`config.mk`:
```
export PLATFORM = sky130hd
export DESIGN_NAME = scs_capture_regs
export DESIGN_NICKNAME = d
export VERILOG_FILES = /design/src/inc/scs_pkg.sv /design/src/logic/scs_capture_regs.sv /design/src/logic/scs_gain_sync.sv
export SDC_FILE = /design/constraint.sdc
export NUM_CORES = 1
export LEC_CHECK = 0
export ABC_AREA = 1
export BUFFER_PORTS_ARGS = -buffer_cell sky130_fd_sc_hd__buf_2
export CAP_MARGIN = 20
export CORE_MARGIN = 10
export CORE_UTILIZATION = 45
export DETAILED_ROUTE_END_ITERATION = 6
export PLACE_DENSITY = 0.78
export SYNTH_ARGS = -nofsm -noshare
export SYNTH_HDL_FRONTEND = slang
export SYNTH_SLANG_ARGS = --single-unit
```
`constraint.sdc`:
```
create_clock -name ref_clk -period 1.65 [get_ports ref_clk]
set_input_delay 0.0825 -clock ref_clk [delete_from_list [all_inputs] [get_ports ref_clk]]
set_output_delay 0.0825 -clock ref_clk [all_outputs]
set_load 0.05 [all_outputs]
```
`src/inc/scs_pkg.sv`:
```
`default_nettype none
package scs_pkg;
  // ----------------------------------------
  // Register offsets (printed offsets are indices)
  // ----------------------------------------
  localparam logic [7:0] IDX_GLOBAL = 8'h05;
  localparam logic [7:0] IDX_STATUS = 8'h06;
  localparam logic [7:0] IDX_ADC    = 8'h10;
  localparam logic [7:0] IDX_COL    = 8'h11;
  localparam logic [7:0] IDX_SENSE  = 8'h20;
  localparam logic [7:0] IDX_GAIN   = 8'h21;
  // ----------------------------------------
  // Field positions
  // ----------------------------------------
  localparam int SUB_A_LO   = 4;
  localparam int SUB_B_LO   = 6;
  localparam int FAST_RST   = 8;
  localparam int GAIN_ALIGN = 10;
  localparam int ST_RUN     = 0;
  localparam int ST_REC     = 1;
  localparam int ST_DIV_LO  = 2;
  localparam int ST_SLEEP   = 4;
  localparam int COL_FIX_LO = 8;
  // ----------------------------------------
  // Reset values and masks
  // ----------------------------------------
  localparam logic [15:0] GLOBAL_RST  = 16'h0000;
  localparam logic [15:0] GLOBAL_MASK = 16'h05F0;
  localparam logic [15:0] STATUS_RST  = 16'h0000;
  localparam logic [15:0] ADC_RST     = 16'h5F9C;
  localparam logic [15:0] COL_RST     = 16'h0077;
  localparam logic [15:0] COL_MASK    = 16'hF0FF;
  localparam logic [15:0] GAIN_RST    = 16'h0000;
  // ----------------------------------------
  // Subsampling codes
  // ----------------------------------------
  typedef enum logic [1:0] {
    SUB_FULL     = 2'b00,
    SUB_TWO_TWO  = 2'b01,
    SUB_TWO_SIX  = 2'b10,
    SUB_INVALID  = 2'b11
  } scs_sub_type;
endpackage
`default_nettype wire

```
`src/logic/scs_capture_regs.sv`:
```
`timescale 1ns/1ps
`default_nettype none
// What this block does
// Bits 5:4 select first record subsampling; code 0 reads every pixel.
// Code 1 keeps two skips two, code 2 keeps two skips six, 3 unsupported.
// Bits 7:6 select second record subsampling, same encoding.
// Software should keep second record unsubsampled for snapshots.
// Bit 8 selects accelerated frame reset for flashed acquisitions.
// Bit 10 set defers gain updates to frame boundary; clear applies immediately.
// Status read-only, reset zero: run, record, division, sleep; 15:5 zero.
// ADC bias register is 16-bit read-write, resets to 0x5F9C.
// Software should set ADC bias to 0x5F9B for preview/snapshot/low power.
// ADC bias holds per-record fast and step bias fields.
// Column amp bias resets 0x0077; two 4-bit fields; bits 11:8 zero.
// Software should write 0x0073 to column amp bias for preview use.
module scs_capture_regs (
  input  wire logic        ref_clk,
  input  wire logic        rst_n,
  input  wire logic        psel,
  input  wire logic        penable,
  input  wire logic        pwrite,
  input  wire logic [11:0] paddr,
  input  wire logic [31:0] pwdata,
  input  wire logic [3:0]  pstrb,
  output logic      [31:0] prdata,
  output logic             pready,
  output logic             pslverr,
  input  wire logic        capRunning,
  input  wire logic        capRecord,
  input  wire logic [1:0]  capDivision,
  input  wire logic        capSleep,
  input  wire logic        frameStart,
  output logic      [1:0]  subsampleFirst,
  output logic      [1:0]  subsampleSecond,
  output logic             fastFrameReset,
  output logic             gainFrameAlign,
  output logic             firstConverterFastBias,
  output logic      [3:0]  firstConverterStepBias,
  output logic             secondConverterFastBias,
  output logic      [3:0]  secondConverterStepBias,
  output logic      [3:0]  firstColumnBias,
  output logic      [3:0]  secondColumnBias,
  output logic      [15:0] analogGain
);
  // ----------------------------------------
  // Address decode
  // ----------------------------------------
  function automatic logic hit(input logic [11:0] a, input logic [7:0] idx);
    hit = (a[1:0] == 2'b00) && (a[11:2] == {2'b00, idx});
  endfunction

  function automatic logic [15:0] merge(input logic [15:0] old, input logic [31:0] wd,
                                        input logic [3:0] be);
    merge = {be[1] ? wd[15:8] : old[15:8], be[0] ? wd[7:0] : old[7:0]};
  endfunction

  logic        access;
  logic        wrAccess;
  logic        mapped;
  logic        wrGain;
  logic [15:0] globalSettings;
  logic [15:0] next_globalSettings;
  logic [15:0] statusWord;
  logic [15:0] next_statusWord;
  logic [15:0] adcBias;
  logic [15:0] next_adcBias;
  logic [15:0] colBias;
  logic [15:0] next_colBias;
  logic [31:0] next_prdata;
  logic        next_pready;
  logic        next_pslverr;
  logic [15:0] gainPending;
  logic [15:0] gainActive;

  assign access   = psel && penable && !pready;
  assign wrAccess = access && pwrite;
  assign mapped   = hit(paddr, scs_pkg::IDX_GLOBAL) || hit(paddr, scs_pkg::IDX_STATUS)
                 || hit(paddr, scs_pkg::IDX_ADC) || hit(paddr, scs_pkg::IDX_COL)
                 || hit(paddr, scs_pkg::IDX_SENSE) || hit(paddr, scs_pkg::IDX_GAIN);
  assign wrGain   = wrAccess && hit(paddr, scs_pkg::IDX_GAIN);

  // ----------------------------------------
  // Register writes
  // ----------------------------------------
  always_comb begin
    next_globalSettings = globalSettings;
    next_adcBias        = adcBias;
    next_colBias        = colBias;
    if (wrAccess && hit(paddr, scs_pkg::IDX_GLOBAL)) begin
      // Unimplemented lower bits stay zero
      next_globalSettings = merge(globalSettings, pwdata, pstrb) & scs_pkg::GLOBAL_MASK;
    end
    if (wrAccess && hit(paddr, scs_pkg::IDX_ADC)) begin
      next_adcBias = merge(adcBias, pwdata, pstrb);
    end
    if (wrAccess && hit(paddr, scs_pkg::IDX_COL)) begin
      next_colBias = merge(colBias, pwdata, pstrb) & scs_pkg::COL_MASK;
    end
  end

  // Status sampled every cycle; writes to it are refused
  always_comb begin
    next_statusWord = scs_pkg::STATUS_RST;
    next_statusWord[scs_pkg::ST_RUN]                   = capRunning;
    next_statusWord[scs_pkg::ST_REC]                   = capRecord;
    next_statusWord[scs_pkg::ST_DIV_LO +: 2]           = capDivision;
    next_statusWord[scs_pkg::ST_SLEEP]                 = capSleep;
  end

  // ----------------------------------------
  // APB answer, one wait state
  // ----------------------------------------
  always_comb begin
    next_pready  = access;
    next_pslverr = 1'b0;
    next_prdata  = 32'h0000_0000;
    if (access) begin
      next_pslverr = !mapped || (pwrite && hit(paddr, scs_pkg::IDX_STATUS));
      if (!pwrite) begin
        if (hit(paddr, scs_pkg::IDX_GLOBAL)) next_prdata = {16'h0000, globalSettings};
        if (hit(paddr, scs_pkg::IDX_STATUS)) next_prdata = {16'h0000, statusWord};
        if (hit(paddr, scs_pkg::IDX_ADC))    next_prdata = {16'h0000, adcBias};
        if (hit(paddr, scs_pkg::IDX_COL))    next_prdata = {16'h0000, colBias};
        if (hit(paddr, scs_pkg::IDX_SENSE))  next_prdata = {16'h0000, gainActive};
        if (hit(paddr, scs_pkg::IDX_GAIN))   next_prdata = {16'h0000, gainPending};
      end
    end
  end

  always_ff @(posedge ref_clk) begin
    if (!rst_n) begin
      globalSettings <= scs_pkg::GLOBAL_RST;
      statusWord     <= scs_pkg::STATUS_RST;
      adcBias        <= scs_pkg::ADC_RST;
      colBias        <= scs_pkg::COL_RST;
      prdata         <= 32'h0000_0000;
      pready         <= 1'b0;
      pslverr        <= 1'b0;
    end else begin
      globalSettings <= next_globalSettings;
      statusWord     <= next_statusWord;
      adcBias        <= next_adcBias;
      colBias        <= next_colBias;
      prdata         <= next_prdata;
      pready         <= next_pready;
      pslverr        <= next_pslverr;
    end
  end

  // ----------------------------------------
  // Gain update timing
  // ----------------------------------------
  scs_gain_sync scs_gain_sync_inst (
    .ref_clk     (ref_clk),
    .rst_n       (rst_n),
    .frameAlign  (globalSettings[scs_pkg::GAIN_ALIGN]),
    .frameStart  (frameStart),
    .gainWrite   (wrGain),
    .gainWdata   (pwdata[15:0]),
    .gainPending (gainPending),
    .gainActive  (gainActive)
  );

  // ----------------------------------------
  // Control outputs, registered
  // ----------------------------------------
  always_ff @(posedge ref_clk) begin
    if (!rst_n) begin
      subsampleFirst          <= scs_pkg::GLOBAL_RST[scs_pkg::SUB_A_LO +: 2];
      subsampleSecond         <= scs_pkg::GLOBAL_RST[scs_pkg::SUB_B_LO +: 2];
      fastFrameReset          <= scs_pkg::GLOBAL_RST[scs_pkg::FAST_RST];
      gainFrameAlign          <= scs_pkg::GLOBAL_RST[scs_pkg::GAIN_ALIGN];
      firstConverterFastBias  <= scs_pkg::ADC_RST[0];
      firstConverterStepBias  <= scs_pkg::ADC_RST[4:1];
      secondConverterFastBias <= scs_pkg::ADC_RST[5];
      secondConverterStepBias <= scs_pkg::ADC_RST[9:6];
      firstColumnBias         <= scs_pkg::COL_RST[3:0];
      secondColumnBias        <= scs_pkg::COL_RST[7:4];
      analogGain              <= scs_pkg::GAIN_RST;
    end else begin
      // Unsupported code 3 falls back to full readout
      subsampleFirst  <= (next_globalSettings[scs_pkg::SUB_A_LO +: 2] == scs_pkg::SUB_INVALID)
                         ? scs_pkg::SUB_FULL : next_globalSettings[scs_pkg::SUB_A_LO +: 2];
      subsampleSecond <= (next_globalSettings[scs_pkg::SUB_B_LO +: 2] == scs_pkg::SUB_INVALID)
                         ? scs_pkg::SUB_FULL : next_globalSettings[scs_pkg::SUB_B_LO +: 2];
      fastFrameReset          <= next_globalSettings[scs_pkg::FAST_RST];
      gainFrameAlign          <= next_globalSettings[scs_pkg::GAIN_ALIGN];
      firstConverterFastBias  <= next_adcBias[0];
      firstConverterStepBias  <= next_adcBias[4:1];
      secondConverterFastBias <= next_adcBias[5];
      secondConverterStepBias <= next_adcBias[9:6];
      firstColumnBias         <= next_colBias[3:0];
      secondColumnBias        <= next_colBias[7:4];
      analogGain              <= gainActive;
    end
  end

  // ----------------------------------------
  // Checks
  // ----------------------------------------
  property p_status_hi_zero;
    @(posedge ref_clk) disable iff (!rst_n)
      statusWord[15:5] == 11'h000;
  endproperty
  a_status_hi_zero: assert property (p_status_hi_zero)
    else $error("status upper bits not zero");

  property p_status_follow;
    @(posedge ref_clk) disable iff (!rst_n)
      1'b1 |=> statusWord[4:0] == {$past(capSleep), $past(capDivision), $past(capRecord), $past(capRunning)};
  endproperty
  a_status_follow: assert property (p_status_follow)
    else $error("status fields stale");

  property p_status_refused;
    @(posedge ref_clk) disable iff (!rst_n)
      wrAccess && hit(paddr, scs_pkg::IDX_STATUS) |=> pready && pslverr;
  endproperty
  a_status_refused: assert property (p_status_refused)
    else $error("status write not refused");

  property p_col_fixed;
    @(posedge ref_clk) disable iff (!rst_n)
      colBias[scs_pkg::COL_FIX_LO +: 4] == 4'h0;
  endproperty
  a_col_fixed: assert property (p_col_fixed)
    else $error("column fixed field nonzero");

  property p_adc_write;
    @(posedge ref_clk) disable iff (!rst_n)
      wrAccess && hit(paddr, scs_pkg::IDX_ADC) && pstrb == 4'hF |=> adcBias == $past(pwdata[15:0]);
  endproperty
  a_adc_write: assert property (p_adc_write)
    else $error("adc bias write lost");

  property p_sub_full;
    @(posedge ref_clk) disable iff (!rst_n)
      globalSettings[scs_pkg::SUB_A_LO +: 2] == scs_pkg::SUB_FULL |-> subsampleFirst == scs_pkg::SUB_FULL;
  endproperty
  a_sub_full: assert property (p_sub_full)
    else $error("first subsampling not full");

  property p_sub_first;
    @(posedge ref_clk) disable iff (!rst_n)
      subsampleFirst != scs_pkg::SUB_INVALID;
  endproperty
  a_sub_first: assert property (p_sub_first)
    else $error("unsupported subsampling driven");

  property p_sub_second;
    @(posedge ref_clk) disable iff (!rst_n)
      globalSettings[scs_pkg::SUB_B_LO +: 2] == 2'b01 |-> subsampleSecond == 2'b01;
  endproperty
  a_sub_second: assert property (p_sub_second)
    else $error("second subsampling wrong");

  property p_fast;
    @(posedge ref_clk) disable iff (!rst_n)
      fastFrameReset == globalSettings[scs_pkg::FAST_RST];
  endproperty
  a_fast: assert property (p_fast)
    else $error("fast reset mismatch");

  property p_align;
    @(posedge ref_clk) disable iff (!rst_n)
      gainFrameAlign == globalSettings[scs_pkg::GAIN_ALIGN];
  endproperty
  a_align: assert property (p_align)
    else $error("gain align mismatch");

  property p_adc_fields;
    @(posedge ref_clk) disable iff (!rst_n)
      {secondConverterStepBias, secondConverterFastBias, firstConverterStepBias, firstConverterFastBias}
        == adcBias[9:0];
  endproperty
  a_adc_fields: assert property (p_adc_fields)
    else $error("converter bias fields mismatch");

  property p_col_fields;
    @(posedge ref_clk) disable iff (!rst_n)
      {secondColumnBias, firstColumnBias} == colBias[7:0];
  endproperty
  a_col_fields: assert property (p_col_fields)
    else $error("column bias fields mismatch");

  property p_gain_out;
    @(posedge ref_clk) disable iff (!rst_n)
      1'b1 |=> analogGain == $past(gainActive);
  endproperty
  a_gain_out: assert property (p_gain_out)
    else $error("analog gain output stale");

  property p_ready;
    @(posedge ref_clk) disable iff (!rst_n)
      psel && penable && !pready |=> pready ##1 !pready;
  endproperty
  a_ready: assert property (p_ready)
    else $error("answer timing wrong");

  // Reset checks carry no disable, they must hold while reset is low
  property p_status_reset;
    @(posedge ref_clk)
      !rst_n |=> statusWord == scs_pkg::STATUS_RST;
  endproperty
  a_status_reset: assert property (p_status_reset)
    else $error("status reset value wrong");

  property p_adc_reset;
    @(posedge ref_clk)
      !rst_n |=> adcBias == scs_pkg::ADC_RST;
  endproperty
  a_adc_reset: assert property (p_adc_reset)
    else $error("adc bias reset value wrong");

  property p_col_reset;
    @(posedge ref_clk)
      !rst_n |=> colBias == scs_pkg::COL_RST;
  endproperty
  a_col_reset: assert property (p_col_reset)
    else $error("column bias reset value wrong");
endmodule // scs_capture_regs
`default_nettype wire

```
`src/logic/scs_gain_sync.sv`:
```
`timescale 1ns/1ps
`default_nettype none
module scs_gain_sync (
  input  wire logic        ref_clk,
  input  wire logic        rst_n,
  input  wire logic        frameAlign,
  input  wire logic        frameStart,
  input  wire logic        gainWrite,
  input  wire logic [15:0] gainWdata,
  output logic      [15:0] gainPending,
  output logic      [15:0] gainActive
);
  logic [15:0] next_gainPending;
  logic [15:0] next_gainActive;
  logic        held;
  logic        next_held;

  always_comb begin
    next_gainPending = gainPending;
    next_gainActive  = gainActive;
    next_held        = held;
    if (gainWrite) begin
      next_gainPending = gainWdata;
      if (!frameAlign) begin
        next_gainActive = gainWdata;
        next_held       = 1'b0;
      end else begin
        next_held = 1'b1;
      end
    end
    // Write in the boundary cycle waits for the next frame
    if (frameAlign && held && frameStart && !gainWrite) begin
      next_gainActive = gainPending;
      next_held       = 1'b0;
    end
  end

  always_ff @(posedge ref_clk) begin
    if (!rst_n) begin
      gainPending <= scs_pkg::GAIN_RST;
      gainActive  <= scs_pkg::GAIN_RST;
      held        <= 1'b0;
    end else begin
      gainPending <= next_gainPending;
      gainActive  <= next_gainActive;
      held        <= next_held;
    end
  end

  property p_immediate;
    @(posedge ref_clk) disable iff (!rst_n)
      gainWrite && !frameAlign |=> gainActive == $past(gainWdata);
  endproperty
  a_immediate: assert property (p_immediate)
    else $error("gain not applied at once");

  property p_deferred;
    @(posedge ref_clk) disable iff (!rst_n)
      gainWrite && frameAlign |=> $stable(gainActive);
  endproperty
  a_deferred: assert property (p_deferred)
    else $error("gain applied before frame boundary");
endmodule // scs_gain_sync
`default_nettype wire

```
==> Word level (Yosys, flattened, before mapping) <==
Cells that the tools add are included.
Widths: inputs -> output; s select.
{ "word_totals": {"ff_bits": 157, "memories": 0, "latchBits": 0, "word_cells": 91, "mem_bits_rw": 0, "inputBits": 59, "output_inout_bits": 74, "romBits": 0} }
{ "op_classes": {"mul": 0, "muxes": 18, "add_sub_neg": 0, "magnitude_cmp": 0, "div_mod_pow": 0, "n_bitwise": 2, "n_shift": 0, "reduce_logical": 37, "eq_ne": 9} }
{ "op_table": {"columns": ["operator", "n"], "rows": [
  ["$mux 16", 8],
  ["$mux 8", 4],
  ["$mux 11", 2],
  ["$eq 10x3->1 const B", 2],
  ["$eq 10x5->1 const B", 2],
  ["$eq 10x6->1 const B", 2],
  ["$logic_and 1x1->1", 17],
  ["$mux 10", 1],
  ["$reduce_and 2->1", 4],
  ["$reduce_or 8->1", 1],
  ["$logic_or 1x1->1", 6],
  ["$reduce_or 2->1", 3],
  ["$eq 2x2->1 const B", 2],
  ["$logic_not 1->1", 3],
  ["$mux 3", 1],
  ["$reduce_or 3->1", 1],
  ["$logic_not 2->1", 1],
  ["$mux 2", 1],
  ["$ne 2x1->1 const B", 1],
  ["$not 1->1", 2],
  ["$reduce_bool 2->1", 1],
  ["$mux 1", 1]
]} }

==> Logic depth before layout (Yosys ltp) <==
Gate-level depths: netlist (run 1).
{ "logic_depth": {"ltp_word": 9, "mapped_depth": 12, "ltp_nobuf": 11} }

==> By module <==
From an unflattened synthesis (run 1), not the netlist that was laid out.
{ "unflattened": {"hier_cells": 683, "area_unflattened_um2": 4997.3} }
{ "modules_own_cells": {"columns": ["mod", "seq_area_each_um2", "instances", "area_each_um2", "cells_per_inst"], "rows": [
  ["scs_capture_regs", 1541.5, 1, 3528.4, 484],
  ["scs_gain_sync", 660.6, 1, 1468.9, 199]
]} }

==> Worst setup path before layout (run 1) <==
No wires, ideal clock.
{ "synth_path": {"path_type": "reg2reg", "from": "register globalSettings[10]", "to": "register scs_gain_sync_inst.gainActive[7]", "t_arrival_ns": 1.827, "synth_period_minus_slack_ns": 1.885, "required_ns": 1.592, "slack_ns": -0.235, "n_path_buf": 2, "path_stages_with_launch": 8, "setup_time_ns": 0.058, "cell_sequence": "dfxtp_1 and3_1 clkbuf_1 clkbuf_1 nand3_1 nand2_1 nand2_1 nand2_1"} }
{ "synth_via": {"elab_chain_cells": 5, "word_cells_on_any_way": 7, "cone_classes": "eq/ne: 1; mux: 1; reduce/logical: 5"} }
{ "synth_rtl": {"columns": ["item", "line_no", "rtl"], "rows": [
  ["start: declaration", "scs_capture_regs.sv:61", "logic [15:0] globalSettings;"],
  ["start signal: assignment", "scs_capture_regs.sv:132", "globalSettings <= scs_pkg::GLOBAL_RST;"],
  ["start signal: assignment", "scs_capture_regs.sv:140", "globalSettings <= next_globalSettings;"],
  ["$logic_and 1x1->1 (3 in series)", "scs_gain_sync.sv:32", "if (frameAlign && held && frameStart && !gainWrite) begin"],
  ["$ne 2x1->1 (no source line) / $reduce_bool 2->1 (equally long branches)", null, null],
  ["$reduce_and 2->1 (no source line)", null, null],
  ["end signal: assignment", "scs_gain_sync.sv:41", "gainActive <= scs_pkg::GAIN_RST;"],
  ["end signal: assignment", "scs_gain_sync.sv:45", "gainActive <= next_gainActive;"],
  ["end: declaration", "scs_gain_sync.sv:11", "output logic [15:0] gainActive"]
]} }
Parallel ways exist; a longest one is shown, timed or not.
A chain may end at the register's enable or synchronous reset.

==> Final worst setup path (run 1) <==
{ "layout_path": {"from": "register globalSettings[10]", "to": "register scs_gain_sync_inst.gainActive[4]"} }
The elaborated chain is that of the path after synthesis.

==> results of run 1 <==
[power by group]
group	switching (W)	internal, W
Combinational	0.000224	0.0000982
Sequential	0.00000255	0.00266
Clock	0.000955	0.000731
Total	0.00118	0.00349
[area by class of cell]
type | count | area [sq um] | area share
inverter | 70 | 265 | 0.0456
clock inverter | 6 | 76.3 | 0.0131
clock buffer | 10 | 128 | 0.0220
timing repair buffer | 144 | 918 | 0.158
sequential | 110 | 2200 | 0.379
multi-input combinational | 441 | 2050 | 0.353
tap | 136 | 170 | 0.0293
[cells in the mapped netlist (all sizes together)]
| cell type | instances | area, sq um |
|---|---|---|
| clkinv | 4 | 16.3 |
| a21oi | 49 | 245 |
| clkbuf | 17 | 63.8 |
| and3 | 1 | 6.26 |
| or2 | 3 | 18.8 |
| nand4 | 12 | 75.1 |
| o21ai | 47 | 235 |
| nor2 | 48 | 235 |
| nor4 | 1 | 6.26 |
| o211ai | 8 | 60.1 |
| dfxtp | 110 | 2200 |
| o2111ai | 2 | 17.5 |
| o22ai | 1 | 6.26 |
| inv | 66 | 248 |
| nand3 | 57 | 305 |
| nor3 | 2 | 10.0 |
| buf | 41 | 294 |
| conb | 1 | 3.75 |
| a31oi | 3 | 18.8 |
| nand2 | 191 | 749 |
[per-layer routing]
metal | up-vias | GRT usage
met3 | 13 | 0.0351
met2 | 159 | 0.306
met1 | 2057 | 0.225
met5 | - | 0
met4 | 0 | 0.0437
li1 | 2308 | -
[worst max path at each step]
stage | start | to | slack (ns) | cells past startpoint
3_3_place_gp | paddr[9] | prdata[4] | 0.08 | 7
4_1_cts | globalSettings[10] | scs_gain_sync_inst.gainActive[4] | 0.18 | 6
2_1_floorplan | globalSettings[10] | scs_gain_sync_inst.gainActive[7] | 0.008 | 7
6_report | globalSettings[10] | scs_gain_sync_inst.gainActive[4] | 0.14 | 6
3_5_place_dp | paddr[1] | prdata[6] | 0.07 | 9
5_1_grt | globalSettings[10] | scs_gain_sync_inst.gainActive[6] | 0.04 | 6
[critical path, stage by stage (launching register included)]
cell and delay (ns):
dfxtp_2 0.42, and3_1 0.51, buf_4 0.25, nand3_1 0.09, nand2_1 0.08, nand2_1 0.05, nand2_1 0.06
[registers in the layout, summed over array words and instances (netlist names)]
signal                          flops
adcBias                            16
analogGain                         16
prdata                             16
scs_gain_sync_inst.gainActive      16
scs_gain_sync_inst.gainPending     16
colBias                            12
globalSettings                      6
statusWord                          5
subsampleFirst                      2
subsampleSecond                     2
pready                              1
pslverr                             1
scs_gain_sync_inst.held             1
[cell families after synthesis]
group                  after synthesis  synth area share
AO/OA/AOI/OAI                      110             0.121
buffers and inverters              128             0.129
other                                1          0.000778
flip-flops                         110             0.457
AND/OR/NAND/NOR                    315             0.292
[what timing repair did]
action,in CTS,in global routing
endpoints found under the hold margin,24,0
setup endpoints to repair,0,0
hold buffers,18,0
[per-stage QoR]
| stage | setup slack (ns) | hold WS (ns) | util | total power, W | area [sq um] |
|---|---|---|---|---|---|
| floorplan | 0.00778 | 0.180 | - | 0.00292 | 4880 |
| global placement | 0.0829 | 0.266 | 0.523 | 0.00301 | 5430 |
| detailed placement | 0.0721 | 0.271 | 0.523 | 0.00301 | 5430 |
| CTS | 0.177 | 0.000886 | 0.560 | 0.00469 | 5810 |
| global route | 0.0440 | 0.00500 | 0.560 | 0.00484 | 5810 |
| finish | 0.139 | 0.00998 | 0.560 | 0.00467 | 5810 |
==> metrics.md, run 1 <==
| Metric | Value |
|---|---|
| CP arrival | `1.84 ns` |
| Maximum VDD drop | `0.343 mV` |
| Initial antenna violation count | `0` |
| Setup-failing EPs final | `0` |
| Fraction of layout cells with a size suffix above 1 | `0.218` |
| Max Used Layer | `met4` |
| Rel. slew slack | `0.651` |
| Diodes inserted | `0` |
| Clk slew on worst S/H paths | `0.11 ns` |
| Root buf cell | `clkbuf_8` |
| Fillers | `1034` |
| First-pass GRT wire length | `21.8 mm` |
| Initial Util | `0.465` |
| Status | `finished clean` |
| Crit path launch type | `flip-flop` |
| Clock sinks | `110` |
| Post-CTS Setup Inserts | `0` |
| Worst R2R End | `scs_gain_sync_inst.gainActive[4]` |
| Num CTS Buffers | `9` |
| Placer Congestion | `0.935` |
| Crit. End Element | `flip-flop` |
| Largest net degree at the start of global routing | `79` |
| PortBufs | `98` |
| Hold Vio Cnt, Final | `0` |
| Fmax | `0.662 GHz` |
| Drt drc | `0` |
| Layout Nets | `835` |
| Final ANT Viol Nets | `0` |
| Tcrit/Tclk final | `0.916` |
| Most frequent cells in the layout | `nand2_1, dfxtp_1, buf_2` |
| Wl on met1 | `5.67 mm` |
| Via/cell ratio | `4.95` |
| Cells on Worst Hold Path | `3` |
| # rows | `37` |
| Drt wl/cell | `14.6 microns` |
| CTS tree | `built` |
| Fin. max-slew vios | `0` |
| Worst r2r src | `globalSettings[10]` |
| Leakage | `2.96 nW` |
| End point of the worst hold path | `scs_gain_sync_inst.gainPending[15]` |
| Vias in the first global route | `4382` |
| Reg2Reg Setup Slack | `0.14 ns` |
| Worst reg-to-reg path cell count | `6` |
| Placed cell count | `883` |
| Met2 WL | `6.47 mm` |
| Starting DRC count in detailed routing | `351` |
| TNS Setup | `0 ns` |
| Post-synthesis sequential area ratio | `0.457` |
| Post-Layout Cell Count | `917` |
| Worst Path Max Fanout | `11` |
| WP data required | `1.98 ns` |
| Power Density | `804 mW/mm^2` |
| RSZ-0062 raised after global routing | `no` |
| Longest Clk Path Bufs | `2` |
| Total grt overflow | `0` |
| Die height | `123 microns` |
| Final WL | `13.4 mm` |
| Yosys warns | `0` |
| Cell Area, Synth | `0.00482 sq mm` |
| Worst slew pin tran | `0.524 ns` |
| Critical path class | `reg2reg` |
| Post-DP HPWL | `10.2 mm` |
| I/O pins | `133` |
| H-tree level count | `3` |
| All-Layer GR Usage | `0.178` |
| Met3 Wirelength | `1.09 mm` |
| Die area | `0.0152 sq mm` |
| Yosys cell types | `32` |
| Total number of vias | `4537` |
| Avg Cell Area, Syn | `7.25 sq um` |
| Commonest non-fill, non-tap cell in the layout | `nand2_1` |
| Synthesis-stage register bit count | `110` |
| DR pass1 iterations | `5` |
| HP Class | `in2reg` |
| Clk_skew | `0.0169 ns` |
| Post-synthesis cell count | `664` |
| Area grow syn2layout | `20.6%` |
| Worst skew pair latency | `0.37 ns` |
| Tmin final | `1.51 ns` |
| HP Start | `pwdata[15]` |
| Core box area | `0.0104 sq mm` |
| Die X | `123 microns` |
| Gates resized, CTS repair | `0` |
| Max Cap Violations | `0` |
No activity file was read; power rests on OpenSTA's default activity.
==> run 2, diff against run 1 <==
--- a/config.mk
+++ b/config.mk
@@ -8,7 +8,7 @@
 export ABC_AREA = 1
 export BUFFER_PORTS_ARGS = -buffer_cell sky130_fd_sc_hd__buf_2
 export CAP_MARGIN = 20
-export CORE_MARGIN = 10
+export CORE_MARGIN = 5
 export CORE_UTILIZATION = 45
 export DETAILED_ROUTE_END_ITERATION = 6
 export PLACE_DENSITY = 0.78
==> run 2 against run 1 <==
  * Die area decreased by 16%
  * Core utilization is 0.22 points higher
  * Via count rose by 0.57%
  * Critical endpoint is now adcBias[5]
  * Highest routed layer unchanged
==> metrics.md, run 2 (synthesis results as in run 1) <==
| Metric | Value |
|---|---|
| Vias in the first global route | `4176 (-4.7%)` |
| Tcrit/Tclk final | `0.870 (-0.0456)` |
| Worst r2r src | `pready` |
| Via/cell ratio | `4.94 (about the same)` |
| Fraction of layout cells with a size suffix above 1 | `0.219 (+0.000882)` |
| Root buf cell | `clkbuf_8` |
| Drt drc | `0 (unchanged)` |
| Hold Vio Cnt, Final | `0 (unchanged)` |
| Worst Path Max Fanout | `11 (unchanged)` |
| Clock sinks | `110 (unchanged)` |
| Starting DRC count in detailed routing | `366 (+4.3%)` |
| Total number of vias | `4563 (+0.57%)` |
| PortBufs | `98 (unchanged)` |
| Leakage | `2.97 nW (+0.38%)` |
| Die X | `113 microns (-8.1%)` |
| Most frequent cells in the layout | `nand2_1, dfxtp_1, buf_2` |
| # rows | `37 (unchanged)` |
| HP Class | `in2reg` |
| Num CTS Buffers | `9 (unchanged)` |
| DR pass1 iterations | `5 (unchanged)` |
| Crit path launch type | `flip-flop` |
| Hold slack | `0.0260 ns (+0.0161 ns)` |
| Max Cap Violations | `0 (unchanged)` |
| Total grt overflow | `0 (unchanged)` |
| WP data required | `1.96 ns (-0.02 ns)` |
| Die area | `0.0129 sq mm (-16%)` |
| Diodes inserted | `0 (unchanged)` |
| Setup-failing EPs final | `0 (unchanged)` |
| Longest Clk Path Bufs | `2 (unchanged)` |
| Die height | `113 microns (-8.1%)` |
| All-Layer GR Usage | `0.199 (+0.0202)` |
| Final ANT Viol Nets | `0 (unchanged)` |
| Switching Share | `0.250 (-0.00271)` |
| Reg2Reg Setup Slack | `0.21 ns (+0.08 ns)` |
| Drt wl/cell | `14.0 microns (-3.8%)` |
| Max incr delay on CP | `0.33 ns (-0.18 ns)` |
| Status | `finished clean` |
| Clk_skew | `0.0102 ns (-0.00663 ns)` |
| Crit. End Element | `flip-flop` |
| CTS Hold Buffers Added | `22 (+4)` |
| Power Density | `795 mW/mm^2 (-1.1%)` |
| Worst R2R End | `adcBias[5]` |
| Initial antenna violation count | `0 (unchanged)` |
| Initial Util | `0.465 (unchanged)` |
| Area grow syn2layout | `21.1%` |
| Sequential Power Share | `0.574 (+0.004)` |
| Placed Area | `0.00542 sq mm (-0.18%)` |
| H-tree level count | `3 (unchanged)` |
| TNS Setup | `0 ns (unchanged)` |
| Gate power share | `0.071 (+0.002)` |
| Clk pwr share | `0.355 (-0.006)` |
| Placer Congestion | `0.906 (-3.1%)` |
| HP Start | `pwdata[5]` |
| CP max stage cell | `dfxtp_2` |
| Crit path cell chain | `inv_1 > nand4_1 > clkinv_2 > buf_4 > nand3_2 > inv_2 > o21ai_0 > a21oi_1` |
| Maximum VDD drop | `0.442 mV (+29%)` |
| Cell family with most CP delay | `buffers and inverters` |
| I/O pins | `133 (unchanged)` |
| Final WL | `12.9 mm (-3.2%)` |
| Worst skew pair latency | `0.38 ns (about the same)` |
| Fmax | `0.697 GHz (+5.2%)` |
| Psw | `0.00116 W (-1.8%)` |
| Tmin final | `1.44 ns (-0.0752 ns)` |
| Core box area | `0.0104 sq mm (unchanged)` |
| RSZ-0062 raised after global routing | `no` |
| First-pass GRT wire length | `20.4 mm (-6.5%)` |
| Layout Nets | `841 (+0.72%)` |
| CP arrival | `1.74 ns (-0.10 ns)` |
| Largest net degree at the start of global routing | `70 (-11%)` |
| Post-DP HPWL | `9.80 mm (-3.5%)` |
| Fin. max-slew vios | `0 (unchanged)` |
| Worst reg-to-reg path cell count | `8 (+2)` |
| Post-CTS Setup Inserts | `0 (unchanged)` |
| CTS tree | `built` |
| Critical path class | `reg2reg` |
| Clk slew on worst S/H paths | `0.10 ns (about the same)` |
| P_int | `0.00348 W (-0.33%)` |
| Commonest non-fill, non-tap cell in the layout | `nand2_1` |
| End point of the worst hold path | `scs_gain_sync_inst.gainPending[5]` |
| Design area | `0.00583 sq mm (+0.39%)` |
| Gates resized, CTS repair | `0 (unchanged)` |
| CP Buf/Inv Count | `4 (+3)` |
| Cells on Worst Hold Path | `3 (unchanged)` |
## run 2: cell types whose count changed in the layout (fill, tap and decap cells not counted), sizes merged
cell,change
clkinvlp,+1
dlygate4sd3,+4
buf,+2
inv,-1
## run 2: worst max path at each step
| stage | from | to | slack (ns) | cells after the start |
|---|---|---|---|---|
| after CTS | pready | colBias[13] | 0.22 | 7 |
| after detailed placement | paddr[4] | prdata[4] | 0.0008 | 9 |
| after floorplan | globalSettings[10] | scs_gain_sync_inst.gainActive[7] | 0.008 | 7 |
| final | pready | adcBias[5] | 0.21 | 8 |
| after global routing | pready | colBias[3] | 0.03 | 7 |
| after global placement | paddr[4] | prdata[4] | 0.04 | 8 |
## run 2: layout make-up
class / instances / area (sq um)
multi-input cells: 441 / 2050
clock inverters: 6 / 68.8
well taps: 136 / 170
flip-flops and latches: 110 / 2200
repair buffers: 150 / 948
inverters: 70 / 265
fillers: 1031 / 4540
clock buffers: 10 / 128
## run 2: worst reg2reg max path: stages (launching register included)
cell      delay (ns)
dfxtp_2         0.33
inv_1           0.06
nand4_1         0.10
clkinv_2        0.10
buf_4           0.16
nand3_2         0.15
inv_2           0.19
o21ai_0         0.13
a21oi_1         0.15
## run 2: power groups by stage
stage          sequential (W)  clock (W)  combinational [W]
6_report              0.00266    0.00165           0.000328
5_1_grt               0.00267    0.00180           0.000352
4_1_cts               0.00266    0.00169           0.000325
3_5_place_dp          0.00273          0           0.000284
3_3_place_gp          0.00273          0           0.000281
2_1_floorplan         0.00273          0           0.000191
## run 2: metal layers
layer  wire (microns)  track usage
met5                0            0
met3              936       0.0403
met2             6360        0.342
met4              241       0.0633
met1             5390        0.249
## run 2: per-stage QoR
| step | setup slack (ns) | std cells | power (W) | utilization |
|---|---|---|---|---|
| floorplan | 0.00778 | 679 | 0.00292 | - |
| global placement | 0.0355 | 885 | 0.00301 | 0.522 |
| detailed placement | 0.000836 | 885 | 0.00301 | 0.522 |
| CTS | 0.222 | 923 | 0.00468 | 0.563 |
| global route | 0.0274 | 923 | 0.00481 | 0.563 |
| finish | 0.214 | 923 | 0.00464 | 0.563 |
